[src/gcr_pkg.sv]
/*
  Constants for the pin configuration and primary reset trigger block:
  register offsets, field layout, reset values, hold-time encodings.
  Assumes a 125 MHz system clock.
*/
`default_nettype none
package gcr_pkg;
  // ==========================================================
  // Register offsets
  localparam logic [7:0] OFS_UPPER_DRIVE_STYLE = 8'h26;
  localparam logic [7:0] OFS_LOWER_DIRECTION   = 8'h27;
  localparam logic [7:0] OFS_UPPER_DIRECTION   = 8'h28;
  localparam logic [7:0] OFS_SLOT_ONE          = 8'h29;
  localparam logic [7:0] OFS_SLOT_TWO          = 8'h2A;
  localparam logic [7:0] OFS_SLOT_THREE        = 8'h2B;

  // ==========================================================
  // Field layout and write masks
  localparam int         LEVEL_BIT       = 7;
  localparam int         CODE_MSB        = 6;
  localparam int         NUM_SLOTS       = 3;
  localparam logic [6:0] CODE_UNUSED     = 7'h00;
  localparam logic [7:0] MASK_LOWER_SIX  = 8'h3F;
  localparam logic [7:0] MASK_LOWER_FIVE = 8'h1F;
  localparam logic [7:0] MASK_UPPER_FIVE = 8'h1F;
  localparam logic [7:0] MASK_SLOT       = 8'hFF;

  // ==========================================================
  // Reset values
  localparam logic [7:0] RST_CONFIG = 8'h00;

  // ==========================================================
  // Hold duration encodings
  localparam logic [2:0] HOLD_IMMEDIATE = 3'h0;
  localparam logic [2:0] HOLD_ONE       = 3'h1;
  localparam logic [2:0] HOLD_ONE_HALF  = 3'h2;
  localparam logic [2:0] HOLD_TWO       = 3'h3;

  // ==========================================================
  // Timing: times in milliseconds, counts derived from clock rate
  localparam longint CLK_HZ          = 125000000;
  localparam longint HOLD_ONE_MS     = 1000;
  localparam longint HOLD_ONE_HALF_MS = 1500;
  localparam longint HOLD_TWO_MS     = 2000;
  localparam int     HOLD_ONE_CYC      = int'(HOLD_ONE_MS * CLK_HZ / 1000);
  localparam int     HOLD_ONE_HALF_CYC = int'(HOLD_ONE_HALF_MS * CLK_HZ / 1000);
  localparam int     HOLD_TWO_CYC      = int'(HOLD_TWO_MS * CLK_HZ / 1000);
  localparam int     CNT_W             = 28;

  // ==========================================================
  // Trigger sequencer states
  typedef enum logic [2:0] {
    GCR_IDLE  = 3'b001,
    GCR_HOLD  = 3'b010,
    GCR_FIRED = 3'b100
  } gcr_state_t;
endpackage : gcr_pkg
`default_nettype wire

[src/gcr_top.sv]
/*
  Pin direction registers for pins 1..11, a drive style register for
  pins 7..11, and the primary reset trigger logic with three event slots.
  Assumes an upstream serial-port engine delivering byte register
  accesses, an event source presenting one event per cycle, and the
  shared reset configuration bits arriving as plain inputs.
  Hold counts default to full-length times at the system clock; a
  bench may shrink them through the parameters. Hold codes above the
  two-second one act as immediate. Pin six exists only when
  PIN_SIX_PRESENT is set; otherwise its direction bit stays zero and
  the pin remains an input.
*/
`timescale 1ns/1ps
`default_nettype none
module gcr_top #(
  parameter int HOLD_ONE_CYC      = gcr_pkg::HOLD_ONE_CYC,      // 1.0 s count
  parameter int HOLD_ONE_HALF_CYC = gcr_pkg::HOLD_ONE_HALF_CYC, // 1.5 s count
  parameter int HOLD_TWO_CYC      = gcr_pkg::HOLD_TWO_CYC,      // 2.0 s count
  parameter bit PIN_SIX_PRESENT   = 1'b1                        // Variant with pin 6
) (
  input  wire logic        clk,                          // System clock
  input  wire logic        rst_n,                        // Async reset, low
  input  wire logic        reg_we,                       // Register write strobe
  input  wire logic [7:0]  reg_addr,                     // Register offset
  input  wire logic [7:0]  reg_wdata,                    // Write byte
  output logic      [7:0]  reg_rdata,                    // Read byte, next cycle
  input  wire logic [10:0] gpo_data,                     // Output data, pins 11..1
  input  wire logic [5:0]  lower_drive_style,            // Drive style, pins 6..1
  input  wire logic [10:0] general_input_pin,            // Pin input levels
  output logic      [10:0] pin_out,                      // Pin output value
  output logic      [10:0] pin_oe,                       // Pin output enable
  output logic      [10:0] pin_in_level,                 // Sampled input levels
  input  wire logic        event_valid,                  // Event present
  input  wire logic [6:0]  event_code,                   // Event identity
  input  wire logic        event_level,                  // 1 active/press
  input  wire logic        event_is_key,                 // Event is a key
  input  wire logic [2:0]  trigger_hold_duration,        // Shared hold time
  input  wire logic        primary_reset_polarity,       // 1 active high
  input  wire logic        external_reset_merge_enable,  // Merge external reset
  input  wire logic        ext_reset_n,                  // External reset pin, low
  output logic             primary_reset_output,         // Primary reset pin
  output logic [2:0]       slot_match                    // Per-slot match flags
);

  // ==========================================================
  // Register file
  logic [7:0] upper_pin_drive_style;
  logic [7:0] lower_pin_direction;
  logic [7:0] upper_pin_direction;
  logic [7:0] slot_cfg      [gcr_pkg::NUM_SLOTS];

  // Next values and write side effects
  logic [7:0] next_upper_pin_drive_style;
  logic [7:0] next_lower_pin_direction;
  logic [7:0] next_upper_pin_direction;
  logic [7:0] next_slot_cfg [gcr_pkg::NUM_SLOTS];
  logic [7:0] next_reg_rdata;
  logic [2:0] slot_written;
  logic [7:0] lower_mask;

  // Pin six bit only writable on variants that bond it out
  assign lower_mask = PIN_SIX_PRESENT ? gcr_pkg::MASK_LOWER_SIX : gcr_pkg::MASK_LOWER_FIVE;

  // Write decode with reserved bits forced to zero; read mux
  always_comb begin
    next_upper_pin_drive_style = upper_pin_drive_style;
    next_lower_pin_direction   = lower_pin_direction;
    next_upper_pin_direction   = upper_pin_direction;
    next_slot_cfg              = slot_cfg;
    slot_written               = 3'h0;
    if (reg_we) begin
      case (reg_addr)
        gcr_pkg::OFS_UPPER_DRIVE_STYLE: begin
          next_upper_pin_drive_style = reg_wdata & gcr_pkg::MASK_UPPER_FIVE;
        end
        gcr_pkg::OFS_LOWER_DIRECTION: begin
          next_lower_pin_direction = reg_wdata & lower_mask;
        end
        gcr_pkg::OFS_UPPER_DIRECTION: begin
          next_upper_pin_direction = reg_wdata & gcr_pkg::MASK_UPPER_FIVE;
        end
        gcr_pkg::OFS_SLOT_ONE: begin
          next_slot_cfg[0] = reg_wdata & gcr_pkg::MASK_SLOT;
          slot_written[0]  = 1'b1;
        end
        gcr_pkg::OFS_SLOT_TWO: begin
          next_slot_cfg[1] = reg_wdata & gcr_pkg::MASK_SLOT;
          slot_written[1]  = 1'b1;
        end
        gcr_pkg::OFS_SLOT_THREE: begin
          next_slot_cfg[2] = reg_wdata & gcr_pkg::MASK_SLOT;
          slot_written[2]  = 1'b1;
        end
        default: begin
        end
      endcase
    end

    // Read data trails the address by one edge; holes read zero
    case (reg_addr)
      gcr_pkg::OFS_UPPER_DRIVE_STYLE: next_reg_rdata = upper_pin_drive_style;
      gcr_pkg::OFS_LOWER_DIRECTION:   next_reg_rdata = lower_pin_direction;
      gcr_pkg::OFS_UPPER_DIRECTION:   next_reg_rdata = upper_pin_direction;
      gcr_pkg::OFS_SLOT_ONE:          next_reg_rdata = slot_cfg[0];
      gcr_pkg::OFS_SLOT_TWO:          next_reg_rdata = slot_cfg[1];
      gcr_pkg::OFS_SLOT_THREE:        next_reg_rdata = slot_cfg[2];
      default:                        next_reg_rdata = 8'h00;
    endcase
  end

  // Register storage
  always_ff @(posedge clk or negedge rst_n) begin
    if (!rst_n) begin
      upper_pin_drive_style <= gcr_pkg::RST_CONFIG;
      lower_pin_direction   <= gcr_pkg::RST_CONFIG;
      upper_pin_direction   <= gcr_pkg::RST_CONFIG;
      slot_cfg[0]           <= gcr_pkg::RST_CONFIG;
      slot_cfg[1]           <= gcr_pkg::RST_CONFIG;
      slot_cfg[2]           <= gcr_pkg::RST_CONFIG;
      reg_rdata             <= 8'h00;
    end else begin
      upper_pin_drive_style <= next_upper_pin_drive_style;
      lower_pin_direction   <= next_lower_pin_direction;
      upper_pin_direction   <= next_upper_pin_direction;
      slot_cfg              <= next_slot_cfg;
      reg_rdata             <= next_reg_rdata;
    end
  end

  // ==========================================================
  // Pin drivers
  // Resolved per-pin configuration, bit 0 is pin 1
  logic [10:0] dir_all;
  logic [10:0] style_all;
  logic [10:0] next_pin_out;
  logic [10:0] next_pin_oe;

  // Upper group fills bits 10:6; reserved bits never reach a pin
  assign dir_all   = {upper_pin_direction[4:0], lower_pin_direction[5:0]};
  assign style_all = {upper_pin_drive_style[4:0], lower_drive_style};

  // Open-drain never drives high, so a wired line can be pulled up
  always_comb begin
    for (int i = 0; i < 11; i++) begin
      if (!dir_all[i]) begin
        next_pin_out[i] = 1'b0;
        next_pin_oe[i]  = 1'b0;
      end else if (style_all[i]) begin
        next_pin_out[i] = 1'b0;
        next_pin_oe[i]  = ~gpo_data[i];
      end else begin
        next_pin_out[i] = gpo_data[i];
        next_pin_oe[i]  = 1'b1;
      end
    end
  end

  // Pin flops; inputs sampled for readers elsewhere
  // No debounce or filtering here: levels pass after one edge
  always_ff @(posedge clk or negedge rst_n) begin
    if (!rst_n) begin
      pin_out      <= 11'h000;
      pin_oe       <= 11'h000;
      pin_in_level <= 11'h000;
    end else begin
      pin_out      <= next_pin_out;
      pin_oe       <= next_pin_oe;
      pin_in_level <= general_input_pin;
    end
  end

  // ==========================================================
  // Per-slot match flags
  // Flags and in-use marks, one bit per slot
  logic [2:0] next_slot_match;
  logic [2:0] slot_used;

  // Set wins over clear: a matching event beats a config write
  // Unused slots keep their flag low so they never block a match
  for (genvar s = 0; s < gcr_pkg::NUM_SLOTS; s++) begin : g_slot
    logic hit;
    logic miss;
    assign slot_used[s] = slot_cfg[s][gcr_pkg::CODE_MSB:0] != gcr_pkg::CODE_UNUSED;
    // Hit: used slot, same code, same level, never a key release
    assign hit  = event_valid && slot_used[s]
               && (event_code == slot_cfg[s][gcr_pkg::CODE_MSB:0])
               && (event_level == slot_cfg[s][gcr_pkg::LEVEL_BIT])
               && !(event_is_key && !event_level);
    // Same code at the other level ends the held condition
    assign miss = event_valid && (event_code == slot_cfg[s][gcr_pkg::CODE_MSB:0])
               && (event_level != slot_cfg[s][gcr_pkg::LEVEL_BIT]);
    always_comb begin
      if (hit) begin
        next_slot_match[s] = 1'b1;
      end else if (miss || slot_written[s] || !slot_used[s]) begin
        next_slot_match[s] = 1'b0;
      end else begin
        next_slot_match[s] = slot_match[s];
      end
    end
  end

  // Match flag storage
  always_ff @(posedge clk or negedge rst_n) begin
    if (!rst_n) begin
      slot_match <= 3'h0;
    end else begin
      slot_match <= next_slot_match;
    end
  end

  // ==========================================================
  // Hold timer and trigger sequencer
  // Count width covers the two-second code at the system clock
  gcr_pkg::gcr_state_t         state;
  gcr_pkg::gcr_state_t         next_state;
  logic [gcr_pkg::CNT_W-1:0]   hold_cnt;
  logic [gcr_pkg::CNT_W-1:0]   next_hold_cnt;
  logic [gcr_pkg::CNT_W-1:0]   hold_limit;
  logic                        all_match;
  logic                        fired;
  logic                        asserted;
  logic                        next_reset_out;

  // Lone matching slot must not fire while others are in use
  assign all_match = (slot_used != 3'h0) && ((slot_match & slot_used) == slot_used);

  // Undefined encodings behave as immediate
  // Limit is read every cycle, so a change mid-hold acts at once
  always_comb begin
    case (trigger_hold_duration)
      gcr_pkg::HOLD_ONE:      hold_limit = gcr_pkg::CNT_W'(HOLD_ONE_CYC);
      gcr_pkg::HOLD_ONE_HALF: hold_limit = gcr_pkg::CNT_W'(HOLD_ONE_HALF_CYC);
      gcr_pkg::HOLD_TWO:      hold_limit = gcr_pkg::CNT_W'(HOLD_TWO_CYC);
      default:                hold_limit = '0;
    endcase
  end

  // Any drop of the joint condition restarts the hold
  always_comb begin
    next_state    = state;
    next_hold_cnt = hold_cnt;
    case (state)
      gcr_pkg::GCR_IDLE: begin
        next_hold_cnt = '0;
        if (all_match) begin
          next_state = (hold_limit == '0) ? gcr_pkg::GCR_FIRED : gcr_pkg::GCR_HOLD;
        end
      end
      gcr_pkg::GCR_HOLD: begin
        if (!all_match) begin
          next_state = gcr_pkg::GCR_IDLE;
        end else if (hold_cnt + 1'b1 >= hold_limit) begin
          next_state = gcr_pkg::GCR_FIRED;
        end else begin
          next_hold_cnt = hold_cnt + 1'b1;
        end
      end
      gcr_pkg::GCR_FIRED: begin
        if (!all_match) begin
          next_state = gcr_pkg::GCR_IDLE;
        end
      end
      default: begin
        next_state = gcr_pkg::GCR_IDLE;
      end
    endcase
  end

  // External merge and polarity applied after the sequencer
  assign fired          = state == gcr_pkg::GCR_FIRED;
  assign asserted       = fired || (external_reset_merge_enable && !ext_reset_n);
  assign next_reset_out = primary_reset_polarity ? asserted : !asserted;

  // Output idles deasserted low-active until polarity is applied
  always_ff @(posedge clk or negedge rst_n) begin
    if (!rst_n) begin
      state                <= gcr_pkg::GCR_IDLE;
      hold_cnt             <= '0;
      primary_reset_output <= 1'b1;
    end else begin
      state                <= next_state;
      hold_cnt             <= next_hold_cnt;
      primary_reset_output <= next_reset_out;
    end
  end

endmodule : gcr_top
`default_nettype wire

[config.mk]
export PLATFORM = sky130hd
export DESIGN_NAME = gcr_top
export DESIGN_NICKNAME = d
export VERILOG_FILES = /design/src/gcr_pkg.sv /design/src/gcr_top.sv
export SDC_FILE = /design/constraint.sdc
export NUM_CORES = 1
export LEC_CHECK = 0
export BUFFER_PORTS_ARGS = -buffer_cell sky130_fd_sc_hd__buf_2
export CORE_MARGIN = 2
export CORE_UTILIZATION = 45
export DETAILED_ROUTE_END_ITERATION = 7
export PLACE_DENSITY = 0.72
export SYNTH_ARGS = -nofsm -noshare
export SYNTH_HDL_FRONTEND = slang
export SYNTH_SLANG_ARGS = --single-unit
[constraint.sdc]
create_clock -name clk -period 10.17 [get_ports clk]
set_clock_uncertainty 0.1 [all_clocks]
set_input_delay 1.5255 -clock clk [delete_from_list [all_inputs] [get_ports clk]]
set_output_delay 1.5255 -clock clk [all_outputs]
set_load 0.03 [all_outputs]
==> impl_results.md <==
* Status: completed
* Largest fanout on the critical path at 31
* Share of power burned in registers at 39.9%
* Initial DRT Pass Iterations at 4
* Peak supply drop at 0.000115 V
* Hold path depth at 1
* Nets at 756
* Clock tree root driver cell: clkbuf_16
* PwrDens at 168 nW/µm²
* Vias/cell at 5.66
* Die X at 121 µm
* CTS tree: yes
* First-pass GRT wire length at 24.6 mm
* Cells on worst reg2reg path at 13
* Avg Cell Area, Syn at 10.9 µm²
* Clock share of power at 48.2%
* Post-synth EDFFs at 0
* Setup_tns at 0 ns
* Layout cells sized above 1 at 28.9%
* Antenna violations before repair at 0
* Yosys reg bits at 116
* Reg-to-reg slack, setup at 5.67 ns
* Clk_lat worst skew at 0.42 ns
* Final HPWL DP at 10.8 mm
* Clock-pin slew on the worst setup and hold paths at 0.06 ns
* Initial core utilization at 46.1%
* Sequential share of the synthesized area at 47.4%
* Worst slew margin at 43.0%
* Synthesized Nets at 652
* Leak at 0.00361 µW
* Post-CTS Resized at 0
* Fin crit share at 44.2%
* GRT Residual Overflow at 0
* Final Critical Period at 4.50 ns
* Fillers at 1119
* Die Y at 121 µm
* Slew Viols, Final at 0
* Total power at 1240 µW
* Num Clock Sinks at 116
* Most common cell after layout, fill and taps aside: dfrtp_1
* Worst endpoint required time at 10.41 ns
* Final core utilization at 55.5%
* RD Place Congestion at 0.869
* GRT Util Overall at 21.6%
* CP Capture Type: register
* Post-CTS setup buffers at 0
* Routed wire length per instance at 17.3 µm
* Final hold viol count at 0
* Largest net degree at the start of global routing at 70
* WHS Endpoint: pin_oe[9]
* DRC at 0
* Ant diodes at 0
* Fmax at 222 MHz
* I/O pins at 108
* Distinct cells, synth at 58
* Logic pwr share at 11.9%
* Via count at 4852
* Total core area at 13300 µm²
* Hold Path Class: reg -> reg
* Worst reg2reg path startpoint: hold_cnt[0]
* Worst R2R End: hold_cnt[14]
* Hold buffers post-CTS at 0
* Most used DFF post-synth: dfrtp_1
* WL final at 14.8 mm
* Ys async rst share at 100%
* Number of H-tree levels at 4
* # Max-Cap Violations at 0
* Inserted Clock Buffers at 17
* Sw Share at 26.0%
* PortBufs at 107
* Register area at 2910 µm²
* P&R area growth vs syn at 20.5%
* DRT antenna net count at 0
* Internal at 920 µW
* Synth warnings at 0
* Most frequent cells in the layout: 114 x dfrtp_1, 106 x buf_2, 44 x nand2_1
* Number of global-route vias before repair at 5044
* Post-synthesis cell count at 564
* First DRT Iteration DRCs at 346
* Post-Syn Area at 6130 µm²
* Crit Path Class: reg -> reg
* Std-Cell Rows at 42
* RSZ-0062 raised after global routing: false
* Startpoint Class: register
* WP data arrival at 4.74 ns
* Switch Pwr at 323 µW
* Multi-input gate area at 3080 µm²
* Hold Startpoint: upper_pin_drive_style[3]
* Max Buffers Root-to-Sink at 2
* Die ar. at 14600 µm²
* Worst-Margin Slew at 0.855 ns
* Final setup violating endpoints at 0
how the worst max path moves through the flow:
stage	start	end	slack, ns	depth (start not counted)
after CTS	hold_cnt[0]	hold_cnt[14]	5.67	13
after global routing	hold_cnt[0]	hold_cnt[14]	5.35	13
after detailed placement	trigger_hold_duration[2]	hold_cnt[1]	5.27	11
final	hold_cnt[0]	hold_cnt[14]	5.67	13
after floorplan	trigger_hold_duration[2]	hold_cnt[15]	6.06	11
after global placement	trigger_hold_duration[2]	hold_cnt[24]	5.41	11
power groups by stage:
stage	Clock (µW)	Sequential, µW	Combinational [µW]
2_1_floorplan	0	513	92.2
3_3_place_gp	0	503	145
3_5_place_dp	0	504	148
4_1_cts	609	496	149
5_1_grt	632	499	165
6_report	599	496	148
flip-flops by register name, summed over array words and instances (netlist names):
| name | count |
|---|---|
| upper_pin_drive_style | 5 |
| reg_rdata | 8 |
| primary_reset_output | 1 |
| slot_match | 3 |
| lower_pin_direction | 6 |
| pin_out | 11 |
| slot_cfg | 24 |
| state | 3 |
| upper_pin_direction | 5 |
| hold_cnt | 28 |
| pin_oe | 11 |
| pin_in_level | 11 |
per-stage QoR:
step | setup WS [ns] | cell area, µm² | std cells | hold WS, ns
after global placement | 5.41 | 6780 | 825 | 0.392
after CTS | 5.67 | 7380 | 857 | 0.413
after global routing | 5.35 | 7380 | 857 | 0.441
after floorplan | 6.06 | 6130 | 564 | 0.363
after detailed placement | 5.27 | 6780 | 825 | 0.403
final | 5.67 | 7380 | 857 | 0.413
area by class of cell:
type | count | area share (%)
Clock buffer | 22 | 6.56
Clock inverter | 10 | 1.68
Inverter | 5 | 0.254
Multi-Input combinational cell | 419 | 41.7
Sequential cell | 116 | 39.3
Tap cell | 176 | 2.98
Timing Repair Buffer | 109 | 7.49
logic make-up (layout without fill, tap and decap cells):
kind of cell               count (synthesis)  after routing  synth area share (%)
AOI/OAI and AO/OA                        104            104                  11.9
adders and majority gates                 25             25                  5.10
muxes                                     49             49                  8.84
buffers and inverters                     29            146                  2.37
xor gates and xnor gates                  42             42                  6.00
and+or+nand+nor                          199            199                  18.4
DFF                                      116            116                  47.4
metal layers:
layer  up-vias  GRT usage (%)  part of all wire (%)
met5         -              0                     0
met4         0           6.90                   1.2
met3        14           5.75                   4.9
met2       136           37.1                    50
met1      2408           26.5                    44
li1       2294              -                     -
critical path, stage by stage (launching register included):
cell and delay, ns:
dfrtp_1 0.45, ha_1 0.37, nand3_1 0.11, or4_4 0.47, nor2_1 0.27, nand4_1 0.16, xnor2_1 0.17, ha_1 0.32
nand4_1 0.16, nor3_1 0.36, nand4_2 0.19, nand2_2 0.46, a21o_1 0.58, a22o_1 0.25
synthesized netlist by cell type (3+ instances only):
cell	count	share of area (%)
buf_2	8	0.65
o21a_1	3	0.37
o21ai_0	11	0.90
buf_4	3	0.37
dfrtp_1	114	47
nand2b_1	8	0.82
nand4_1	20	2.0
clkbuf_1	11	0.67
mux2i_1	8	1.3
nand3_1	25	2.0
a22oi_1	6	0.73
nor3_2	4	0.65
nand2_1	44	2.7
nand3b_1	6	0.73
or4_1	9	1.1
and3b_1	12	1.7
a21oi_1	24	2.0
inv_1	4	0.24
o221ai_1	4	0.57
and3_1	4	0.41
a21boi_0	11	1.3
nor3_1	10	0.82
a22o_1	16	2.3
xor2_1	7	1.0
a21o_1	4	0.49
nor4_1	3	0.31
nor2_1	27	1.7
or3_1	6	0.61
ha_1	25	5.1
or2_2	4	0.41
mux2_2	41	7.5
and4_1	5	0.71
o211ai_1	11	1.3
xnor2_1	35	5.0
Note: power is estimated with default switching activity, not from simulation.
